$ cat src/design/tcr_consts.svh
// constants for the trusted-module cycle router
`ifndef TCR_CONSTS_SVH
`define TCR_CONSTS_SVH
`define TCR_ADDR_W 40
`define TCR_LEN_W 8
`define TCR_DATA_W 64
`define TCR_TAG_W 8
`define TCR_PAGE_SHIFT 12
`define TCR_LOC0_PAGE 28'hfed40
`endif

$ cat src/design/tcr_pkg.sv
// types for the trusted-module cycle router
package tcr_pkg;
  typedef enum logic [1:0] {
    TCR_CYC_MEM = 2'h0,
    TCR_CYC_TRUSTED = 2'h1
  } tcr_cyc_t;
  typedef enum logic [2:0] {
    TCR_ST_IDLE = 3'h1,
    TCR_ST_SEND = 3'h2,
    TCR_ST_ABORT = 3'h4
  } tcr_state_t;
endpackage

$ cat src/design/tcr_router.sv
// request router from host processor bus and other requesters to the south bridge link
// Contract
// - processor memory cycles hitting locality 0 page go out as trusted cycles
// - accesses outside the locality 0 page go out as ordinary memory cycles
// - locked accesses to the window are master aborted, never converted
// - non-processor requesters to the window go out as ordinary accesses
// - zero-length processor reads and writes to the window pass as trusted zero length
// - no length limit or alignment check; length and address copied unchanged
// - zero-length reads not completed internally; unaligned accesses never split
// - only locality 0 is opened for trusted conversion
//
// operation in brief:
// - one request is taken when req_valid and req_ready are both high at an enabled edge
// - req_ready drops at the take edge and stays low until the request is finished
// - a forwarded request shows on the link at the take edge itself, as req_ready drops
// - the link copy stands unchanged until the hub answers with link_ready
// - a locked window access never reaches the link; abort_valid pulses for one cycle
// - after an abort, req_ready returns at the edge where the abort pulse ends
// - after a link accept, req_ready returns at the edge where link_valid drops
//
// hazards and limits:
// - only one request is ever outstanding; throughput is one per two cycles at best
// - the hub completion path is not seen here; the hub owns converting or completing
// - a locked access outside the window is plain memory traffic, not our concern
// - a locked window access from a non-processor requester is also aborted
// - clk_en low freezes every register, including a pending abort pulse
// - link_ready is only looked at while a link cycle is pending
`timescale 1ns/10ps
`include "tcr_consts.svh"
module tcr_router #(
  parameter int ADDR_W = `TCR_ADDR_W,
  parameter int LEN_W = `TCR_LEN_W,
  parameter int DATA_W = `TCR_DATA_W,
  parameter int TAG_W = `TCR_TAG_W
) (
  // clock, reset and enable
  input wire logic mclk,
  input wire logic rstn,
  input wire logic clk_en,
  // request in
  input wire logic req_valid,
  output logic req_ready,
  input wire logic req_from_cpu,
  input wire logic req_lock,
  input wire logic req_write,
  input wire logic [ADDR_W-1:0] req_addr,
  input wire logic [LEN_W-1:0] req_len,
  input wire logic [DATA_W-1:0] req_data,
  input wire logic [TAG_W-1:0] req_tag,
  // south bridge link out
  output logic link_valid,
  input wire logic link_ready,
  output logic [1:0] link_cyc,
  output logic link_write,
  output logic [ADDR_W-1:0] link_addr,
  output logic [LEN_W-1:0] link_len,
  output logic [DATA_W-1:0] link_data,
  output logic [TAG_W-1:0] link_tag,
  // master abort report for the lock flow
  output logic abort_valid,
  output logic [TAG_W-1:0] abort_tag
);
  // width of the page number that the window compare looks at
  localparam int PAGE_W = ADDR_W - `TCR_PAGE_SHIFT;
  // base page of locality 0; wider than PAGE_W for narrow buses, so it is sliced below
  localparam logic [27:0] LOC0_PAGE = `TCR_LOC0_PAGE;

  // refuse address widths that cannot hold the window page
  if (ADDR_W < 32 || ADDR_W > 40) begin : g_bad_addr_w
    $error("tcr_router: ADDR_W must be 32 to 40");
  end
  if (LEN_W < 1 || DATA_W < 1 || TAG_W < 1) begin : g_bad_w
    $error("tcr_router: widths must be positive");
  end

  // control state: idle, link cycle pending, abort pulse
  tcr_pkg::tcr_state_t state_r, state_nxt;
  // request side flow control
  logic req_ready_r, req_ready_nxt;
  // link side copy of the taken request; all held until the hub takes it
  logic link_valid_r, link_valid_nxt;
  logic [1:0] link_cyc_r, link_cyc_nxt;
  logic link_write_r, link_write_nxt;
  logic [ADDR_W-1:0] link_addr_r, link_addr_nxt;
  logic [LEN_W-1:0] link_len_r, link_len_nxt;
  logic [DATA_W-1:0] link_data_r, link_data_nxt;
  logic [TAG_W-1:0] link_tag_r, link_tag_nxt;
  // lock flow report; the tag holds after the pulse so a slow reader can still see it
  logic abort_valid_r, abort_valid_nxt;
  logic [TAG_W-1:0] abort_tag_r, abort_tag_nxt;
  // decode helpers, combinational from the request pins
  logic win_hit;
  logic take;

  // page compare only; the low twelve bits are an offset, so any length works
  assign win_hit = (req_addr[ADDR_W-1:`TCR_PAGE_SHIFT] ==
                    LOC0_PAGE[PAGE_W-1:0]);
  assign take = req_valid && req_ready_r;

  // next-state and output computation; one request held at a time
  always_comb begin
    state_nxt = state_r;
    req_ready_nxt = req_ready_r;
    link_valid_nxt = link_valid_r;
    link_cyc_nxt = link_cyc_r;
    link_write_nxt = link_write_r;
    link_addr_nxt = link_addr_r;
    link_len_nxt = link_len_r;
    link_data_nxt = link_data_r;
    link_tag_nxt = link_tag_r;
    abort_valid_nxt = 1'b0;
    abort_tag_nxt = abort_tag_r;
    case (state_r)
      tcr_pkg::TCR_ST_IDLE: begin
        if (take) begin
          req_ready_nxt = 1'b0;
          if (req_lock && win_hit) begin
            // locked window access ends in the lock flow, nothing goes downstream
            state_nxt = tcr_pkg::TCR_ST_ABORT;
            abort_valid_nxt = 1'b1;
            abort_tag_nxt = req_tag;
          end else begin
            state_nxt = tcr_pkg::TCR_ST_SEND;
            link_valid_nxt = 1'b1;
            // trusted only for processor, non-locked, locality 0 page
            if (req_from_cpu && win_hit) begin
              link_cyc_nxt = tcr_pkg::TCR_CYC_TRUSTED;
            end else begin
              link_cyc_nxt = tcr_pkg::TCR_CYC_MEM;
            end
            // copied as-is: zero length kept, unaligned kept whole, never split
            link_write_nxt = req_write;
            link_addr_nxt = req_addr;
            link_len_nxt = req_len;
            link_data_nxt = req_data;
            link_tag_nxt = req_tag;
          end
        end
      end
      tcr_pkg::TCR_ST_SEND: begin
        // hold until the hub takes it; its completion comes back elsewhere
        if (link_ready) begin
          link_valid_nxt = 1'b0;
          req_ready_nxt = 1'b1;
          state_nxt = tcr_pkg::TCR_ST_IDLE;
        end
      end
      tcr_pkg::TCR_ST_ABORT: begin
        // the pulse ends by the default above; accept again one cycle later
        req_ready_nxt = 1'b1;
        state_nxt = tcr_pkg::TCR_ST_IDLE;
      end
      default: begin
        // an illegal code falls back to idle and drops any pending link cycle
        state_nxt = tcr_pkg::TCR_ST_IDLE;
        req_ready_nxt = 1'b1;
        link_valid_nxt = 1'b0;
      end
    endcase
  end

  // registers; clk_en low freezes everything
  always_ff @(posedge mclk or negedge rstn) begin
    if (!rstn) begin
      state_r <= tcr_pkg::TCR_ST_IDLE;
      req_ready_r <= 1'b1;
      link_valid_r <= 1'b0;
      link_cyc_r <= 2'h0;
      link_write_r <= 1'b0;
      link_addr_r <= '0;
      link_len_r <= '0;
      link_data_r <= '0;
      link_tag_r <= '0;
      abort_valid_r <= 1'b0;
      abort_tag_r <= '0;
    end else if (clk_en) begin
      state_r <= state_nxt;
      req_ready_r <= req_ready_nxt;
      link_valid_r <= link_valid_nxt;
      link_cyc_r <= link_cyc_nxt;
      link_write_r <= link_write_nxt;
      link_addr_r <= link_addr_nxt;
      link_len_r <= link_len_nxt;
      link_data_r <= link_data_nxt;
      link_tag_r <= link_tag_nxt;
      abort_valid_r <= abort_valid_nxt;
      abort_tag_r <= abort_tag_nxt;
    end
  end

  // every output is a plain register copy, no logic after the flops
  assign req_ready = req_ready_r;
  assign link_valid = link_valid_r;
  assign link_cyc = link_cyc_r;
  assign link_write = link_write_r;
  assign link_addr = link_addr_r;
  assign link_len = link_len_r;
  assign link_data = link_data_r;
  assign link_tag = link_tag_r;
  assign abort_valid = abort_valid_r;
  assign abort_tag = abort_tag_r;
endmodule

$ cat config.mk
export PLATFORM = sky130hd
export DESIGN_NAME = tcr_router
export DESIGN_NICKNAME = d
export VERILOG_FILES = /design/src/design/tcr_pkg.sv /design/src/design/tcr_router.sv
export VERILOG_INCLUDE_DIRS = /design/src /design/src/design
export SDC_FILE = /design/constraint.sdc
export NUM_CORES = 1
export LEC_CHECK = 0
export ABC_CLOCK_PERIOD_IN_PS = 3300
export BUFFER_PORTS_ARGS = -buffer_cell sky130_fd_sc_hd__buf_4
export CORE_MARGIN = 2
export CORE_UTILIZATION = 45
export CTS_BUF_LIST = sky130_fd_sc_hd__clkbuf_4 sky130_fd_sc_hd__clkbuf_8 sky130_fd_sc_hd__clkbuf_16
export CTS_CLUSTER_SIZE = 8
export DETAILED_ROUTE_END_ITERATION = 16
export PLACE_DENSITY = 0.91
export SYNTH_ARGS = -nofsm -noshare
export SYNTH_HDL_FRONTEND = slang
export SYNTH_SLANG_ARGS = --single-unit
$ cat constraint.sdc
create_clock -name mclk -period 3.3 [get_ports mclk]
set_clock_uncertainty 0.2 [all_clocks]
set_input_delay 0.495 -clock mclk [delete_from_list [all_inputs] [get_ports mclk]]
set_output_delay 0.495 -clock mclk [all_outputs]
set_load 0.005 [all_outputs]
* Word level (Yosys, flattened, before mapping)
Cells that the tools add are included.
** Operators by class
- Equal/unequal tests :: 7
- Mux-type cells :: 15
- Bitwise logic cells :: 2
- Reductions and logical operators :: 7
** Operators by type and width (count)
- $eq A28 B20 Y1 const B :: 1
- $mux W1 :: 9
- $mux W3 :: 3
- $reduce_and A4 Y1 :: 2
- $ne A2 B2 Y1 const B :: 3
- $pmux W3 S2 :: 1
- $reduce_and A5 Y1 :: 1
- $eq A3 B1 Y1 const B :: 1
- $eq A3 B2 Y1 const B :: 1
- $eq A3 B3 Y1 const B :: 1
- $logic_and A1 B1 Y1 :: 3
- $pmux W1 S3 :: 1
- $reduce_and A3 Y1 :: 1
- $not A1 Y1 :: 2
- $pmux W1 S2 :: 1
** Storage, ports and cells
- Register bits :: 137
- Bits of input ports :: 128
- Word-level logic and storage cells :: 42

* Logic depth before layout (Yosys ltp)
Gate-level depths: netlist (run 1).
- Word-level depth :: 5
- Depth in mapped cells :: 7
- Mapped depth without buffers :: 5

* Least setup slack after synthesis (run 1)
No wires, ideal clock.
- Path type :: input to register
- Start :: input port req_addr[31]
- End :: register link_addr_r[0], in the netlist link_addr[0]
- Setup time :: 0.127 ns
- Arrival time :: 2.259 ns
- Path slack :: 0.714 ns
- Cell stages on the path :: 7
- Buffers on the path :: 2
- Path through :: nand4_1 > or4_1 > or4_4 > nand2_4 > buf_8 > buf_6 > mux2_1
** On the way
- Longest elaborated chain between the ends :: 4
** Ends and longest elaborated chain
- start, declared :: RTL line tcr_router.sv:46 : input wire logic [ADDR_W-1:0] req_addr,
- $eq A28 B20 Y1 :: RTL line tcr_router.sv:96 : assign win_hit = (req_addr[ADDR_W-1:`TCR_PAGE_SHIFT] ==
- $logic_and A1 B1 Y1 :: RTL line tcr_router.sv:117 : if (req_lock && win_hit) begin
- $not A1 Y1 (no source line)
- $reduce_and A4 Y1 (no source line)
- end signal, assigned :: RTL line tcr_router.sv:182 : link_addr_r <= link_addr_nxt;
- end, declared :: RTL line tcr_router.sv:84 : logic [ADDR_W-1:0] link_addr_r, link_addr_nxt;
Every way passes these cells.
A chain may end at the register's enable or synchronous reset.

* Final worst setup path (run 1)
- Start :: input port req_addr[14]
- End :: register link_data_r[53], in the netlist link_data[53]
** On the way
- Longest elaborated chain between the ends :: 4
** Ends and longest elaborated chain
- $eq A28 B20 Y1 :: RTL line tcr_router.sv:96
- $logic_and A1 B1 Y1 :: RTL line tcr_router.sv:117
- $not A1 Y1 (no source line)
- $reduce_and A4 Y1 (no source line)
- end signal, assigned :: RTL line tcr_router.sv:184 : link_data_r <= link_data_nxt;
- end, declared :: RTL line tcr_router.sv:86 : logic [DATA_W-1:0] link_data_r, link_data_nxt;
Every way passes these cells.

==> results of run 1 <==
==> final cells by class <==
cell class	count	area, µm²
Fill cell	776	3452
Sequential cell	135	3379
Timing Repair Buffer	270	2079
Multi-Input combinational cell	160	1655
Clock buffer	20	460.4
Tap cell	143	178.9
Clock inverter	9	103.9
Inverter	3	11.26
==> layer usage <==
layer / wire [µm] / up-vias / part of all wire [%] / global-route usage, %
li1: - / 1652 / - / -
met1: 4756 / 1813 / 38 / 23.16
met2: 6663 / 171 / 53 / 36.34
met3: 1034 / 17 / 8.2 / 7.839
met4: 205 / 0 / 1.6 / 6.831
met5: 0 / - / 0 / 0
==> metrics by stage <==
step	cell area (µm²)	utilization (%)	cells	total power, µW	hold slack [ns]
floorplan	5186	-	313	3775	-0.0005910
global placement	7295	64.43	710	5233	0.2664
detailed placement	7295	64.43	710	5381	0.2810
CTS	7869	69.51	740	7197	0.09215
global route	7869	69.51	740	7510	0.08679
finish	7869	69.51	740	7107	0.1102
==> power groups by stage <==
stage | clock [µW] | combinational (µW) | sequential [µW]
4_1_cts | 1830 | 2480 | 2880
5_1_grt | 1910 | 2620 | 2980
3_5_place_dp | 0 | 2480 | 2900
6_report | 1790 | 2440 | 2880
2_1_floorplan | 0 | 877 | 2900
3_3_place_gp | 0 | 2390 | 2840
==> layout by cell type, fill, tap and decap left out, drive strengths merged <==
master	instances
dlygate4sd3	1
nor4bb	2
buf	269
o211ai	1
o21ai	2
nor3	2
nand4	2
dfstp	1
clkinv	5
and3	3
nor4	1
clkbuf	20
a21oi	2
nor3b	2
nor4b	1
dfrtp	134
conb	1
inv	3
nor2	1
nand2	5
a22o	1
mux2	129
or4	3
a21o	2
clkinvlp	2
bufinv	2
==> synth_stat cells (all sizes together) <==
cell type / n
nor4bb: 2
inv: 3
conb: 1
o211ai: 1
nand4: 2
or4: 3
dfrtp: 134
a22o: 1
and3: 3
nor2: 1
nor4: 1
nand2: 5
nor4b: 1
nor3: 2
o21ai: 2
mux2: 129
dfstp: 1
a21oi: 2
nor3b: 2
buf: 15
a21o: 2
==> worst max path at each step <==
| stage | slack, ns | to | startpoint | cells after the start |
|---|---|---|---|---|
| after floorplan | 0.71 | link_addr[0] | req_addr[31] | 7 |
| after global placement | 0.25 | link_addr[24] | req_addr[13] | 7 |
| after detailed placement | 0.25 | link_data[53] | req_addr[14] | 7 |
| after CTS | 0.66 | link_data[53] | req_addr[14] | 7 |
| after global routing | 0.54 | link_data[53] | req_addr[14] | 7 |
| final | 0.67 | link_data[53] | req_addr[14] | 7 |
==> cell families after synthesis <==
kind of cell	after synthesis	synth area share [%]
other	1	0.07231
buffers and inverters	18	2.919
AOI/OAI and AO/OA	8	0.9892
and+or+nand+nor	22	2.847
muxes	129	28.01
DFF	135	65.16
==> registers in the layout, summed over array words and instances (netlist names) <==
signal and count:
link_len 8, abort_tag 8, link_addr 40, link_cyc 1, state_r 3, link_write 1
link_data 64, link_valid 1, link_tag 8, abort_valid 1
==> worst register-to-register path: stages, from the launching register on <==
cell and delay [ns]:
dfstp_2 0.56, inv_1 0.08, nor3_1 0.25, and3_1 0.31, and3_1 0.49, mux2_2 0.40
==> impl_results.md, run 1 <==
- Run status: complete, no violations
- Max clock buf depth: 2
- Worst vdd ir: slightly below 0.0005 V
- Post-route ant nets: 0
- Initial DRT Pass Iterations: 4
- CP bufs+invs: 2
- Sw Ratio: ~27%
- I/O pin total: between 200 and 300
- Crit path cell chain: buf_4, nor4_1, nand4_1, or4_4, nand2_4, buf_12, mux2_1
- Max Fclk: between 0.3 and 0.4 GHz
- Final Max Tran Viols: 0
- Rows: 39
- CORE AREA: between 10000 and 15000 µm²
- DR DRC count: 0
- Initial antenna violation count: 0
- Clk sinks: approximately 140
- Startpoint Class: input pin
- Syn. warnings: 0
- CTS Hold Bufs: 1
- Initial DRC Count: between 100 and 150
- Total clock buffers created by CTS: 17
- Full die area: about 12000 µm²
- Die Span Y: 111.4 µm
- Register area share after synthesis: around 65%
- # Max-Cap Violations: 0
- Mapped cell area: 5186 µm²
- Routed WL: 12660 µm
- Syn Nets: around 440
- Max stage delay on crit path: 0.57 ns
- Detailed Place HPWL: 9804 µm
- Gpl congestion: ~0.85
- Worst reg2reg path depth: 5
- Starting Density: between 40% and 50%
- Largest net degree at the start of global routing: a little under 70
- Global route overflow: 0
- Port Buffers: 260
- P_sw: between 1500 and 2000 µW
- HP Class: input pin to flop
- Hold endpoint: link_data[59]
- Worst skew pair latency: between 0.3 and 0.4 ns
- CTS H-tree lvls: 4
- Endpoint of the worst-slack reg-to-reg timing path: abort_tag[1]
- Setup TNS: 0 ns
- DR WL/cell: between 15 and 20 µm
- Critical Path AT: 2.70 ns
- Clock transition at path regs: about 0.050 ns
- Lkg Pwr: approximately 0.004 µW
- Fin. Hold Viols: 0
- Comb power frac: roughly a third
- Worst Hold Depth: 2
- Area fraction of the dominant cell type after synthesis: between 60 and 70%
- Syn Inst Count: between 300 and 400
- Vias in the first global route: 3970
- Dpl ws: 0.2456 ns
- Die Wd: ~110 µm
- Top cells by area, synth: dfrtp_1, mux2_2, mux2_1
- Crit-path leading delay family: simple AND/OR/NAND/NOR gates
- Root buffer cell: clkbuf_16
- R2R Setup Slk: between 0.8 and 0.9 ns
- Worst Path Required: approximately 3.4 ns
- Layout overhead on the synthesized area: 51.73%
- Post_cts resized: 0
- Area leader, netlist: dfrtp_1
- Period utilization: approximately 80%
- Syn_area_per_cell: 16.57 µm²
- Critical path capture point type: flop
- Yosys cell types: 27
- RSZ-0062 raised after global routing: false
- Setup ws final: 0.6673 ns
- N_diodes: 0
- GRT Util Overall: between 20% and 30%
- R2r startpoint: state_r[0]
- Synth Register Bits: around 140
- Vias: 3653
- Power density over cell area: between 900 and 1000 nW/µm²
- Clock power share: between 20% and 30%
- Slowest cell on the critical path: or4_4
- Drt via density: 4.936
- Power share of the sequential group: between 40% and 50%
- First-pass GRT wire length: slightly above 20000 µm
- Internal power: around 5200 µW
- Final min period: between 2 and 3 ns
- CP Class: input pin to flop
- Hold path start: req_data[59]
- CTS tree: done
- # setup viols final: 0
- Share of cells above drive strength 1: between 60% and 70%
- Worst-path maximum fanout: 35
- Nets@finish: slightly above 700
- Setup bufs post-CTS: 0
No activity file was read; power rests on OpenSTA's default activity.
==> run 2, diff against run 1 <==
ABC_CLOCK_PERIOD_IN_PS = 2600   (was 3300)
clock period = 2.6 ns   (was 3.3 ns; I/O delays follow)
==> impl_results.md, run 2 (synthesis gave the netlist of run 1 again) <==
- CTS tree: done
- Detailed Place HPWL: 9783 µm (-0.22%)
- Final Max Tran Viols: 0 (unchanged)
- Die Wd: 111.4 µm (unchanged)
- First-pass GRT wire length: 22260 µm (+10%)
- Most frequent cells in the layout: buf_4, dfrtp_1, mux2_2
- Initial DRC Count: 138 (+7.8%)
- Share of cells above drive strength 1: 59.69% (-2.8 points)
- Most common cell after layout, fill and taps aside: buf_4
- WHS: 0.01027 ns (-0.09990 ns)
- Worst Path Required: 2.68 ns (-0.69 ns)
- Run status: complete, no violations
- Final min period: about 2.5 ns
- Worst vdd ir: 0.0007277 V (+48%)
- Fin. Hold Viols: 0 (unchanged)
- Routed WL: 13790 µm (+8.9%)
- Initial antenna violation count: 0 (unchanged)
- GRT Util Overall: 22.87% (+2.2 points)
- Lkg Pwr: 0.004099 µW (+5.5%)
- Clk sinks: 135 (unchanged)
- DR WL/cell: 17.50 µm (+2.3%)
- Nets@finish: 760 (+6.3%)
- Vias in the first global route: 4358 (+9.8%)
- Multi-input combinational cell area: 1668 µm² (+0.76%)
- Final instance area: 8368 µm² (+6.3%)
- Total clock buffers created by CTS: 17 (unchanged)
- Max FFs per register: 64 (unchanged)
- Starting Density: 45.81% (unchanged)
- Worst-margin pin slew: about 0.7 ns
- Fillers: 706 (-9.0%)
- Slew headroom: 53.05%
- CTS H-tree lvls: 4 (unchanged)
- Startpoint Class: input pin
- Critical path capture point type: flop
- Port Buffers: 260 (unchanged)
- N_diodes: 0 (unchanged)
- Dpl ws: -0.4594 ns (-0.7049 ns)
- Critical Path AT: 2.55 ns (-0.15 ns)
- Setup ws final: 0.1300 ns (-0.5374 ns)
- Global route overflow: 0 (unchanged)
- Rows: 39 (unchanged)
- Post-route ant nets: 0 (unchanged)
- I/O pin total: 262 (unchanged)
- RSZ-0062 raised after global routing: false
- # setup viols final: 0 (unchanged)
- Period utilization: ~95%
- HP Class: input pin to flop
- Worst Hold Depth: 2 (unchanged)
- Layout overhead on the synthesized area: 61.35%
- Power density over cell area: 1101 nW/µm² (+22%)
- Vias: 3866 (+5.8%)
- Gpl congestion: 0.8124 (-4.0%)
- Drt via density: 4.906 (-0.62%)
- Worst reg2reg path depth: 6 (+1)
- Worst skew pair latency: 0.40 ns (about the same)
- Clock transition at path regs: 0.06 ns (about the same)
- Worst-path maximum fanout: 25 (-29%)
- Initial DRT Pass Iterations: 4 (unchanged)
- DR DRC count: 0 (unchanged)
- Placement Cell Area: 7372 µm² (+1.1%)
- # Max-Cap Violations: 0 (unchanged)
- Max Fclk: approximately 0.40 GHz
- Root buffer cell: clkbuf_16
- Max clock buf depth: 2 (unchanged)
- Largest net degree at the start of global routing: 136 (+100%)
- Die Span Y: 111.4 µm (unchanged)
- Full die area: 12400 µm² (unchanged)
- CP Class: input pin to flop
- Register area: 3379 µm² (unchanged)
- CORE AREA: 11320 µm² (unchanged)
run 2: what timing repair did:
item / CTS / global route
gates resized for setup: 1 / 1
buffers inserted: 0 / 0
endpoints found under the setup margin: 118 / 41
hold buffers: 35 / 4
hold endpoints to repair: 168 / 4
pin swaps: 0 / 0
run 2: per-layer routing:
metal	wire length [µm]	GRT usage, %	vias to the layer above
met5	0	0	-
met4	376	8.807	0
met3	1100	7.512	33
met2	7393	41.26	184
met1	4917	25.03	1894
li1	-	-	1755
run 2: where the power goes:
part           switching, µW  total (µW)  internal (µW)  leakage (µW)
registers                559        3660           3100       0.00162
clock network            872        2350           1480      0.000280
logic                   1090        3200           2110       0.00220
total                   2520        9210           6690       0.00410
run 2: cell type report:
cell class / count / share of cell area, %
sequential: 135 / 40.39
timing repair buffer: 315 / 30.32
multi-input combinational: 160 / 19.93
clock buffer: 20 / 5.577
tap: 143 / 2.138
clock inverter: 12 / 1.510
inverter: 3 / 0.1346
run 2: worst max-delay path, cell delays in order:
cell and delay [ns]:
buf_4 0.12, nor4b_2 0.41, buf_4 0.18, nand4_1 0.12, or4_4 0.56, nand2_4 0.20
buf_12 0.21, mux2_1 0.35
run 2: path summary, 6_finish.rpt:
check	endpoint	slack (ns)	start
worst min register to register	link_addr[14]	0.29	link_addr[14]
worst min-delay path	link_addr[3]	0.01	req_addr[3]
worst max register to register	link_data[48]	0.42	state_r[0]
max in group asynchronous	link_addr[21]	1.22	rstn
worst max-delay path	link_data[48]	0.13	req_addr[13]
min in group asynchronous	link_addr[9]	0.45	rstn
run 2: metrics by stage:
| step | instances | TNS [ns] | total power, µW | utilization (%) |
|---|---|---|---|---|
| floorplan | 313 | 0 | 4792 | - |
| global placement | 717 | -46.67 | 6676 | 65.12 |
| detailed placement | 717 | -54.19 | 6857 | 65.12 |
| CTS | 784 | 0 | 9285 | 73.51 |
| global route | 788 | 0 | 9734 | 73.92 |
| finish | 788 | 0 | 9213 | 73.92 |
